**config.mk**
```make
export PLATFORM = sky130hd
export DESIGN_NAME = id_config_register_bank
export DESIGN_NICKNAME = d
export VERILOG_FILES = /design/src/rtl/id_config_pkg.sv /design/src/rtl/id_reg_if.sv /design/src/rtl/id_byte_store.sv /design/src/rtl/id_config_register_bank.sv
export VERILOG_INCLUDE_DIRS = /design/src /design/src/rtl
export SDC_FILE = /design/constraint.sdc
export NUM_CORES = 1
export LEC_CHECK = 0
export ABC_AREA = 1
export BUFFER_PORTS_ARGS = -buffer_cell sky130_fd_sc_hd__buf_2
export CORE_ASPECT_RATIO = 0.7
export CORE_UTILIZATION = 60
export DETAILED_ROUTE_END_ITERATION = 10
export GPL_TIMING_DRIVEN = 0
export PLACE_DENSITY = 0.95
export SYNTH_ARGS = -nofsm -noshare
export SYNTH_HDL_FRONTEND = slang
export SYNTH_SLANG_ARGS = --single-unit
```
**constraint.sdc**
```tcl
create_clock -name clk_i -period 5.3 [get_ports clk_i]
set_input_delay 0.265 -clock clk_i [delete_from_list [all_inputs] [get_ports clk_i]]
set_output_delay 0.265 -clock clk_i [all_outputs]
set_load 0.01 [all_outputs]
```
**src/rtl/id_config_consts.svh**
```systemverilog
// Offsets, field values, reset values and the register count of the identity register bank.
`ifndef ID_CONFIG_CONSTS_SVH
`define ID_CONFIG_CONSTS_SVH
`define OFS_EEPROM_SIGNATURE 8'h00
`define OFS_VENDOR_ID_LOW 8'h01
`define OFS_VENDOR_ID_HIGH 8'h02
`define OFS_PRODUCT_ID_LOW 8'h03
`define OFS_PRODUCT_ID_HIGH 8'h04
`define SIGNATURE_MATCH 8'h55
`define SIGNATURE_RESET 8'h00
// Identity defaults are arbitrary neutral values, not any maker's code.
`define VID_RESET 16'h0001
`define PID_RESET 16'h0001
`define USB2_PID_XOR 16'h0002
`define ID_WORD_ZERO 16'h0000
`define BYTE_ZERO 8'h00
`define REG_COUNT 5
`endif

```
**src/rtl/id_config_pkg.sv**
```systemverilog
// Types shared by the identity register bank.
package id_config_pkg;
  typedef enum logic [1:0] {
    LOAD_IDLE = 2'b00,
    LOAD_CHECK = 2'b01,
    LOAD_RUN = 2'b10
  } load_state_t;
  typedef enum logic [1:0] {
    MODE_NONE = 2'b00,
    MODE_EEPROM = 2'b01,
    MODE_SMBUS = 2'b10
  } cfg_mode_t;
endpackage

```
**src/rtl/id_reg_if.sv**
```systemverilog
// Byte write and read signals between the bank control and its byte store.
`timescale 1ns/1ps
`default_nettype none
interface id_reg_if;
  logic we;
  logic [7:0] waddr;
  logic [7:0] wdata;
  logic [7:0] raddr;
  logic [7:0] rdata;
  logic [39:0] all_bytes;
  modport ctrl (output we, output waddr, output wdata, output raddr,
                input rdata, input all_bytes);
  modport store (input we, input waddr, input wdata, input raddr,
                 output rdata, output all_bytes);
endinterface
`default_nettype wire

```
**src/rtl/id_byte_store.sv**
```systemverilog
// Five byte-wide configuration registers with registered read data.
`timescale 1ns/1ps
`default_nettype none
`include "id_config_consts.svh"
module id_byte_store (
  // Clock and reset
  input wire logic clk_i,
  input wire logic rst_i,
  // Access
  id_reg_if.store bus
);
  typedef struct packed {
    logic [`REG_COUNT-1:0][7:0] mem;
    logic [7:0] rdata;
  } store_state_t;

  localparam logic [`REG_COUNT-1:0][7:0] DEFAULTS = {`PID_RESET, `VID_RESET,
                                                     `SIGNATURE_RESET};

  store_state_t st_r;
  store_state_t st_nxt;

  always_comb begin
    st_nxt = st_r;
    for (int i = 0; i < `REG_COUNT; i++) begin
      if (bus.we && bus.waddr == 8'(i)) begin
        st_nxt.mem[i] = bus.wdata;
      end
    end
    st_nxt.rdata = `BYTE_ZERO;
    for (int i = 0; i < `REG_COUNT; i++) begin
      if (bus.raddr == 8'(i)) begin
        st_nxt.rdata = st_r.mem[i];
      end
    end
  end

  always_ff @(posedge clk_i or posedge rst_i) begin
    if (rst_i) begin
      st_r <= '{mem: DEFAULTS, rdata: `BYTE_ZERO};
    end else begin
      st_r <= st_nxt;
    end
  end

  assign bus.rdata = st_r.rdata;
  assign bus.all_bytes = st_r.mem;
endmodule
`default_nettype wire

```
**src/rtl/id_config_register_bank.sv**
```systemverilog
// Identity configuration registers: signature check, ID override and descriptor IDs.
// Notes on behaviour
// [RULE1] During an EEPROM load the first byte must be 55h, otherwise the load stops and defaults stay.
// [RULE2] The signature register is an 8-bit read/write byte that resets to zero.
// [RULE3] The vendor ID low byte sits at offset 1h and the high byte at 2h, both writable.
// [RULE4] When both one-time vendor and product values are nonzero, reads return those values.
// [RULE5] The SuperSpeed product ID is the stored value; the USB 2.0 one is it XOR 0002h.
// [RULE6] The product ID low byte sits at offset 3h and the high byte at 4h, both writable.
// [RULE7] Registers are reached one byte at a time, start at defaults, and change only in EEPROM or SMBus mode.
// [RULE8] While the one-time override holds, writes to the ID registers are dropped silently.
`timescale 1ns/1ps
`default_nettype none
`include "id_config_consts.svh"
module id_config_register_bank
  import id_config_pkg::*;
(
  // Clock and reset
  input wire logic clk_i,
  input wire logic rst_i,
  // Configuration mode, sampled by the core at reset release
  input wire logic eeprom_mode_i,
  input wire logic smbus_mode_i,
  // One-time-programmed identity values
  input wire logic [15:0] otp_vendor_id_i,
  input wire logic [15:0] otp_product_id_i,
  // EEPROM loader byte stream, first byte is the signature
  input wire logic load_start_i,
  input wire logic load_valid_i,
  input wire logic [7:0] load_data_i,
  input wire logic load_last_i,
  output logic load_busy_o,
  output logic load_abort_o,
  output logic load_done_o,
  // SMBus host byte access
  input wire logic host_wr_i,
  input wire logic host_rd_i,
  input wire logic [7:0] host_addr_i,
  input wire logic [7:0] host_wdata_i,
  output logic [7:0] host_rdata_o,
  output logic host_rvalid_o,
  // Identity values to the descriptor logic
  output logic [15:0] vendor_id_o,
  output logic [15:0] product_id_ss_o,
  output logic [15:0] product_id_usb2_o
);
  typedef struct packed {
    load_state_t load;
    cfg_mode_t mode;
    logic [7:0] load_addr;
    logic abort;
    logic done;
    logic rd_pend;
    logic [7:0] rd_addr;
    logic rvalid;
    logic [7:0] rdata;
    logic [15:0] vid;
    logic [15:0] pid_ss;
    logic [15:0] pid_u2;
  } bank_state_t;

  bank_state_t st_r;
  bank_state_t st_nxt;
  id_reg_if regs ();
  logic otp_force;
  logic is_id_addr;
  logic [15:0] vid_now;
  logic [15:0] pid_now;
  logic [7:0] read_byte;
  logic [7:0] wr_addr;
  logic wr_req;

  id_byte_store store (
    .clk_i(clk_i),
    .rst_i(rst_i),
    .bus(regs)
  );

  // Inputs come from core logic on this clock, so no synchronisers are used.
  assign otp_force = (otp_vendor_id_i != `ID_WORD_ZERO) &&
                     (otp_product_id_i != `ID_WORD_ZERO); // [RULE4]
  assign vid_now = otp_force ? otp_vendor_id_i : regs.all_bytes[23:8]; // [RULE3] [RULE4]
  assign pid_now = otp_force ? otp_product_id_i : regs.all_bytes[39:24]; // [RULE6] [RULE4]

  always_comb begin
    st_nxt = st_r;
    wr_req = 1'b0;
    wr_addr = `BYTE_ZERO;
    st_nxt.abort = 1'b0;
    st_nxt.done = 1'b0;
    st_nxt.rvalid = 1'b0;
    st_nxt.rd_pend = 1'b0;
    if (st_r.mode == MODE_NONE) begin
      // The mode is latched once after reset; a clocked capture keeps reset constant.
      st_nxt.mode = eeprom_mode_i ? MODE_EEPROM : (smbus_mode_i ? MODE_SMBUS : MODE_NONE);
    end
    case (st_r.load)
      LOAD_IDLE: begin
        if (load_start_i && st_r.mode == MODE_EEPROM) begin // [RULE7]
          st_nxt.load = LOAD_CHECK;
        end
      end
      LOAD_CHECK: begin
        if (load_valid_i) begin
          if (load_data_i == `SIGNATURE_MATCH && !load_last_i) begin // [RULE1]
            st_nxt.load = LOAD_RUN;
            st_nxt.load_addr = `OFS_VENDOR_ID_LOW;
          end else if (load_data_i == `SIGNATURE_MATCH) begin
            st_nxt.load = LOAD_IDLE;
            st_nxt.done = 1'b1;
          end else begin
            // Nothing is written on a mismatch, so the defaults stay in force.
            st_nxt.load = LOAD_IDLE; // [RULE1]
            st_nxt.abort = 1'b1;
          end
        end
      end
      LOAD_RUN: begin
        if (load_valid_i) begin
          wr_req = 1'b1;
          wr_addr = st_r.load_addr;
          st_nxt.load_addr = st_r.load_addr + 8'h01;
          if (load_last_i) begin
            st_nxt.load = LOAD_IDLE;
            st_nxt.done = 1'b1;
          end
        end
      end
      default: begin
        st_nxt.load = LOAD_IDLE;
      end
    endcase
    if (st_r.load == LOAD_IDLE && st_r.mode == MODE_SMBUS && host_wr_i) begin // [RULE7]
      wr_req = 1'b1;
      wr_addr = host_addr_i;
    end
    if (host_rd_i) begin
      st_nxt.rd_pend = 1'b1;
      st_nxt.rd_addr = host_addr_i;
    end
    if (st_r.rd_pend) begin
      st_nxt.rvalid = 1'b1;
      st_nxt.rdata = read_byte;
    end
    st_nxt.vid = vid_now;
    st_nxt.pid_ss = pid_now; // [RULE5]
    st_nxt.pid_u2 = pid_now ^ `USB2_PID_XOR; // [RULE5]
  end

  assign is_id_addr = (wr_addr >= `OFS_VENDOR_ID_LOW) && (wr_addr <= `OFS_PRODUCT_ID_HIGH);
  assign regs.we = wr_req && !(otp_force && is_id_addr); // [RULE8]
  assign regs.waddr = wr_addr;
  assign regs.wdata = (st_r.load == LOAD_RUN) ? load_data_i : host_wdata_i;
  // The store is addressed from the request edge, so its registered byte belongs to this read
  // when the answer is built; an old address would return the byte of the previous read.
  assign regs.raddr = host_rd_i ? host_addr_i : st_r.rd_addr;

  // ID bytes are replaced by override values here.
  always_comb begin
    case (st_r.rd_addr)
      `OFS_EEPROM_SIGNATURE: read_byte = regs.rdata; // [RULE2]
      `OFS_VENDOR_ID_LOW: read_byte = vid_now[7:0]; // [RULE4]
      `OFS_VENDOR_ID_HIGH: read_byte = vid_now[15:8];
      `OFS_PRODUCT_ID_LOW: read_byte = pid_now[7:0];
      `OFS_PRODUCT_ID_HIGH: read_byte = pid_now[15:8];
      default: read_byte = `BYTE_ZERO;
    endcase
  end

  always_ff @(posedge clk_i or posedge rst_i) begin
    if (rst_i) begin
      st_r <= '{load: LOAD_IDLE, mode: MODE_NONE, load_addr: `BYTE_ZERO, abort: 1'b0,
                done: 1'b0, rd_pend: 1'b0, rd_addr: `BYTE_ZERO, rvalid: 1'b0,
                rdata: `BYTE_ZERO, vid: `ID_WORD_ZERO, pid_ss: `ID_WORD_ZERO,
                pid_u2: `ID_WORD_ZERO};
    end else begin
      st_r <= st_nxt;
    end
  end

  assign load_busy_o = (st_r.load != LOAD_IDLE);
  assign load_abort_o = st_r.abort;
  assign load_done_o = st_r.done;
  assign host_rdata_o = st_r.rdata;
  assign host_rvalid_o = st_r.rvalid;
  assign vendor_id_o = st_r.vid;
  assign product_id_ss_o = st_r.pid_ss;
  assign product_id_usb2_o = st_r.pid_u2;
endmodule
`default_nettype wire

```
After elaboration in Yosys (flattened, before gate mapping):

Cells that the tools add are included.

* register bits: 128
* bits in latches: 0
* bits in writable memories: 0
* ROM bits: 0
* input port bits: 65
* output and inout bits: 60
* logic and storage cells: 107
* memories kept: 0

* add/subtract/negate cells: 1
* multiply operators: 0
* div/mod/pow operators: 0
* order comparisons: 2
* equality and inequality tests: 22
* shift operators: 0
* multiplexer cells: 37
* bitwise gates (word level): 1
* reductions and logical operators: 26

Operators by type and width (count)
* $mux W8: 12
* $eq A8 B2 Y1 const B: 6
* $pmux W8 S5: 1
* $mux W16: 2
* $reduce_bool A16 Y1: 2
* $eq A8 B1 Y1 const B: 3
* $eq A8 B3 Y1 const B: 3
* $logic_not A8 Y1: 3
* $mux W9: 2
* $mux W2: 8
* $pmux W8 S2: 1
* $logic_and A1 B1 Y1: 13
* $mux W10: 1
* $ne A2 B2 Y1 const B: 5
* $add A8 B1 Y8 const B: 1
* $eq A8 B7 Y1 const B: 1
* $ge A8 B1 Y1 const B: 1
* $le A8 B3 Y1 const B: 1
* $mux W1: 8
* $reduce_and A4 Y1: 2
* $pmux W2 S3: 1
* $eq A2 B1 Y1 const B: 2
* $eq A2 B2 Y1 const B: 2
* $logic_not A2 Y1: 2
* other kinds (4): 6

Depth between registers and ports, before layout:

* word-level depth: 10
* depth in mapped cells: 15

Modules after synthesis:

Synthesis repeated with hierarchy kept, for this count alone.

* cell total of the unflattened synthesis: 825
* area, all modules: 6511.2 um2

By module, submodules not included
* id_config_register_bank: times used 1, cells an instance 563, area each 4270.3 um2, seq. area each 1626.6 um2
* id_byte_store: times used 1, cells an instance 262, area each 2240.9 um2, seq. area each 1203.7 um2

Worst setup path before layout:

No wires, ideal clock.

* kind: reg-to-reg
* start: reg st_r[78] (netlist bit)
* end: reg store.st_r, in the netlist store.bus.all_bytes[10]
* library setup time: 118 ps
* data arrival time: 1747 ps
* required time: 5182 ps
* slack: 3435 ps
* stages on the path, launching flop included: 15
* period minus slack after synthesis: 1865 ps
* path through: dfrtp_1 -> inv_1 -> ha_1 -> nand2_1 -> inv_2 -> nand2_4 -> nand2_1 -> nand2_1 -> inv_2 -> nand2_2 -> a21oi_2 -> nand3_4 -> buf_6 -> nand4_1 -> nand2_1

* longest elaborated chain between the ends: 10

Ends and longest elaborated chain
* start, declared: RTL line id_config_register_bank.sv:61 `bank_state_t st_r;`
* start signal, assigned: RTL line id_config_register_bank.sv:171 `` st_r <= '{load: LOAD_IDLE, mode: MODE_NONE, load_addr: `BYTE_ZERO, abort: 1'b0, ``
* start signal, assigned: RTL line id_config_register_bank.sv:176 `st_r <= st_nxt;`
* $logic_not A2 Y1: RTL line id_config_register_bank.sv:132 `if (st_r.load == LOAD_IDLE && st_r.mode == MODE_SMBUS && host_wr_i) begin`
* $logic_and A1 B1 Y1 (2 in a row): RTL line id_config_register_bank.sv:132
* $mux W8: RTL line id_config_register_bank.sv:132
* $ge A8 B1 Y1 (no line) / $le A8 B3 Y1 (equally long branches)
* $logic_and A1 B1 Y1: RTL line id_config_register_bank.sv:149 `` assign is_id_addr = (wr_addr >= `OFS_VENDOR_ID_LOW) && (wr_addr <= `OFS_PRODUCT_ID_HIGH); ``
* $logic_and A1 B1 Y1: RTL line id_config_register_bank.sv:150 `assign regs.we = wr_req && !(otp_force && is_id_addr);`
* $logic_not A1 Y1: RTL line id_config_register_bank.sv:150
* $logic_and A1 B1 Y1: RTL line id_config_register_bank.sv:150
* $logic_and A1 B1 Y1: RTL line id_byte_store.sv:26 `if (bus.we && bus.waddr == 8'(i)) begin`
* end signal, assigned: RTL line id_byte_store.sv:40 `` st_r <= '{mem: DEFAULTS, rdata: `BYTE_ZERO}; ``
* end signal, assigned: RTL line id_byte_store.sv:42 `st_r <= st_nxt;`
* end, declared: RTL line id_byte_store.sv:20 `store_state_t st_r;`

Parallel ways exist; a longest one is shown, timed or not.
A chain may end at the register's enable or synchronous reset.

Final worst setup path:

* start: reg st_r[78] (netlist bit)
* end: reg store.st_r, in the netlist store.bus.all_bytes[13]

The elaborated chain is that of the path after synthesis.

==> reports/qor.tcl <==
set qor(mappedNetlistArea_sq_mm) 0.006541
set qor(syn2layout_area_growth_pct) 22.02
set qor(yosysWarnings) 0
set qor(p_leak_nw) 4.203
set qor(cts-root-to-sink-buffers) 2
set qor(final_critical_path_time_including_i_o_delays_and_setup_ns) 2.357
set qor(synth_enable_flop_cells) 0
set qor(finalWirelength_um) 19080
set qor(placement.cell_area_sq_mm) 0.007352
set qor(initial_antenna_violation_count) 0
set qor(vias_post_dr) 6554
set qor(gr-usage-all-layers) 0.3565
set qor(synth_top_area_frac) 0.4246
set qor(irDropWorstVdd_mv) 0.2495
set qor(worstSetupStartpointType) {register}
set qor(grt_setup_unrepaired) {no}
set qor(start_point_of_the_critical_path) {st_r[78]$_DFFE_PP0P_}
set qor(run_status) {completed}
set qor(finalSetupViolCount) 0
set qor(synthesis.instances) 850
set qor(grt_pass1_vias) 5986
set qor(cell_family_with_most_cp_delay) {simple AND/OR/NAND/NOR gates}
set qor(async_reset_ff_frac) 1.000
set qor(layout_nets) 1064
set qor(cts_inserted_buffers) 17
set qor(cp_common_cell) {sky130_fd_sc_hd__nand2_1}
set qor(diodes) 0
set qor(hold_path_class) {in2reg}
set qor(net_count_after_synthesis) 920
set qor(cts_tree) {done}
set qor(layout-drive-gt1-share) 0.2525
set qor(initialDrtViolationCount) 1009
set qor(crit_path_end_kind) {register}
set qor(cts_sinks) 113
set qor(grt_pass1_wl_um) 30260
set qor(post_synth.cell_area_avg_sq_um) 7.696
set qor(synthTopCellsByCount) {243 x sky130_fd_sc_hd__nand2_1, 111 x sky130_fd_sc_hd__dfrtp_1, 88 x sky130_fd_sc_hd__nand3_1, 84 x sky130_fd_sc_hd__inv_1, 56 x sky130_fd_sc_hd__buf_4}
set qor(synth.lib_cells_used.distinct) 38
set qor(drt_first_pass_iters) 7
set qor(antenna_left) 0
set qor(avgRoutedWirePerCell_um) 16.77
set qor(yosysSeqAreaShare) 0.4327
set qor(grt_start_max_net_pins) 76
set qor(fp.dieW_um) 126.8
set qor(worst_clock_skew_ns) 0.009294
set qor(synth_ff_type) {sky130_fd_sc_hd__dfrtp_1}
set qor(cts_root_buffer) {sky130_fd_sc_hd__clkbuf_16}
set qor(timing.critical_path.arrival_ns) 2.66
set qor(setup_ws_ns) 2.943
set qor(design_area_sq_mm) 0.007981
set qor(rr_startpoint) {st_r[78]$_DFFE_PP0P_}
set qor(critPathBufInv) 2
set qor(die-area_sq_mm) 0.01133
set qor(timing.setup.critical_path_class) {reg2reg}
set qor(io-pin-count) 125
set qor(required_ns) 5.60
set qor(row_count) 31
set qor(report.final.hold_viol_count) 0
set qor(crit_slowest_cell) {sky130_fd_sc_hd__nor3_4}
set qor(worstPathMaxFanout) 9
set qor(holdCritStartpoint) {host_rd_i}
set qor(min_period_over_period) 0.4447
set qor(clkLatencyLatePin_ns) 0.42
set qor(power.density_cell_area_mw_per_mm2) 298.0
set qor(timing.max_slew.rel_slack) 0.2806
set qor(remaining_drc_errors) 0
set qor(worst_setup_slack_before_clock_tree_synthesis_ns) 3.072
set qor(timing.fmax_mhz) 424.2
set qor(timing.max_cap.violations) 0
set qor(detailedPlacementHpwl_um) 13610
set qor(report.final.slew_viol_count) 0
set qor(io_buffer_count) 123
set qor(cp_cell_sequence) {inv_1 > ha_1 > nand2_1 > inv_2 > nand2_4 > o21ai_2 > nand3_1 > nor3_4 > nand3_2 > nand2_1 > nand2_1}
set qor(hold_slack_ns) 0.05346
set qor(die_height_um) 89.36
set qor(overflow) 0
set qor(ys_ff_latch) 113
set qor(place_congestion) 0.9738
set qor(synth_most_common_cell) {sky130_fd_sc_hd__nand2_1}
set qor(setup-tns-final_ns) 0
set qor(clkSlewWorstSetupHoldPaths_ns) 0.05
set qor(routed_via_density) 5.759
set qor(synth_top_cell_by_area) {sky130_fd_sc_hd__dfrtp_1}
set qor(core-area_sq_mm) 0.01047
set qor(synth.top_cells.by_area) {sky130_fd_sc_hd__dfrtp_1 42%, sky130_fd_sc_hd__nand2_1 14%, sky130_fd_sc_hd__nand3_1 6.7%}
set qor(start_util) 0.6246
set qor(htree_levels) 4
set qor(fin_total_pwr_mw) 2.378
set qor(cpPeakStageDelay_ns) 0.41
set qor(max_slew.worst_pin.slew_ns) 1.071
set qor(cts_post_setup_buffers_inserted) 0
## layer usage
layer | wire, um | global-route usage | vias up
met3 | 2535 | 0.1065 | 75
met1 | 7501 | 0.4560 | 2985
li1 | - | - | 2977
met4 | 625 | 0.1602 | 0
met2 | 8418 | 0.5721 | 517
met5 | 0 | 0 | -
## worst reg2reg max path: stages, from the launching register on
cell and delay, ns:
sky130_fd_sc_hd__dfrtp_1 0.39, sky130_fd_sc_hd__inv_1 0.12, sky130_fd_sc_hd__ha_1 0.22, sky130_fd_sc_hd__nand2_1 0.09
sky130_fd_sc_hd__inv_2 0.10, sky130_fd_sc_hd__nand2_4 0.09, sky130_fd_sc_hd__o21ai_2 0.14, sky130_fd_sc_hd__nand3_1 0.19
sky130_fd_sc_hd__nor3_4 0.41, sky130_fd_sc_hd__nand3_2 0.27, sky130_fd_sc_hd__nand2_1 0.15, sky130_fd_sc_hd__nand2_1 0.07
## placed cells by master, fill, tap and decap left out, drive strengths merged, types with 2 or more instances in the layout
master,n
clkbuf,34
a21oi,6
o21bai,9
and2,31
inv,93
nand4,44
clkinvlp,2
xor2,3
buf,192
nand3b,17
dfrtp,111
bufinv,4
o21ai,27
ha,5
nor3b,2
nand3,94
nor3,13
dfstp,2
clkinv,4
nand2,248
o31ai,4
nor2,57
## area by class of cell
cell class / count / area (sq um)
multi-input cells: 563 / 2804
repair buffers: 125 / 653.1
plain buffers: 81 / 558.0
well taps: 132 / 165.2
clock buffers: 21 / 460.4
fillers: 676 / 2491
inverters: 93 / 351.6
clock inverters: 10 / 158.9
flip-flops and latches: 113 / 2830
## registers in the layout, indices dropped and copies added, names as in the netlist
signal	count
host_rdata_o	8
st_r	21
load_abort_o	1
product_id_usb2_o	15
store.bus.rdata	8
host_rvalid_o	1
product_id_ss_o	2
load_done_o	1
store.bus.all_bytes	40
vendor_id_o	16
## repair_timing
action                    CTS  global route
hold endpoints to repair   38             0
gates resized for setup     0             0
hold buffers                1             0
## cell families after synthesis
logic type,synth area share
XOR/XNOR,0.005357
flip-flops,0.4327
AND/OR/NAND/NOR,0.3695
AO/OA/AOI/OAI,0.04246
multiplexers,0.001721
adder cells (fa/ha/maj),0.009564
buffers and inverters,0.1387
## power breakdown
| part | switching [mW] | leakage [nW] | internal (mW) |
|---|---|---|---|
| sequential | 0.0250 | 1.42 | 0.898 |
| combinational | 0.149 | 2.48 | 0.108 |
| clock | 0.394 | 0.299 | 0.805 |
## path summary, 6_finish.rpt
check	to	slack (ns)	cells after the start
max reg2reg	store.bus.all_bytes[13]$_DFFE_PP0P_	2.94	11
max in group asynchronous	store.bus.all_bytes[8]$_DFFE_PP1P_	4.11	4
min reg2reg	host_rvalid_o$_DFF_PP0_	0.41	0
min in group asynchronous	vendor_id_o[8]$_DFF_PP0_	0.43	3
min	st_r[65]$_DFF_PP0_	0.05	1
max	store.bus.all_bytes[13]$_DFFE_PP0P_	2.94	11
## metrics by stage
stage                       util  instances
final                     0.7621       1138
after global routing      0.7621       1138
after CTS                 0.7621       1138
after detailed placement  0.7020       1106
after global placement    0.6992       1105
after floorplan                -        850
No activity file was read; power rests on OpenSTA's default activity.
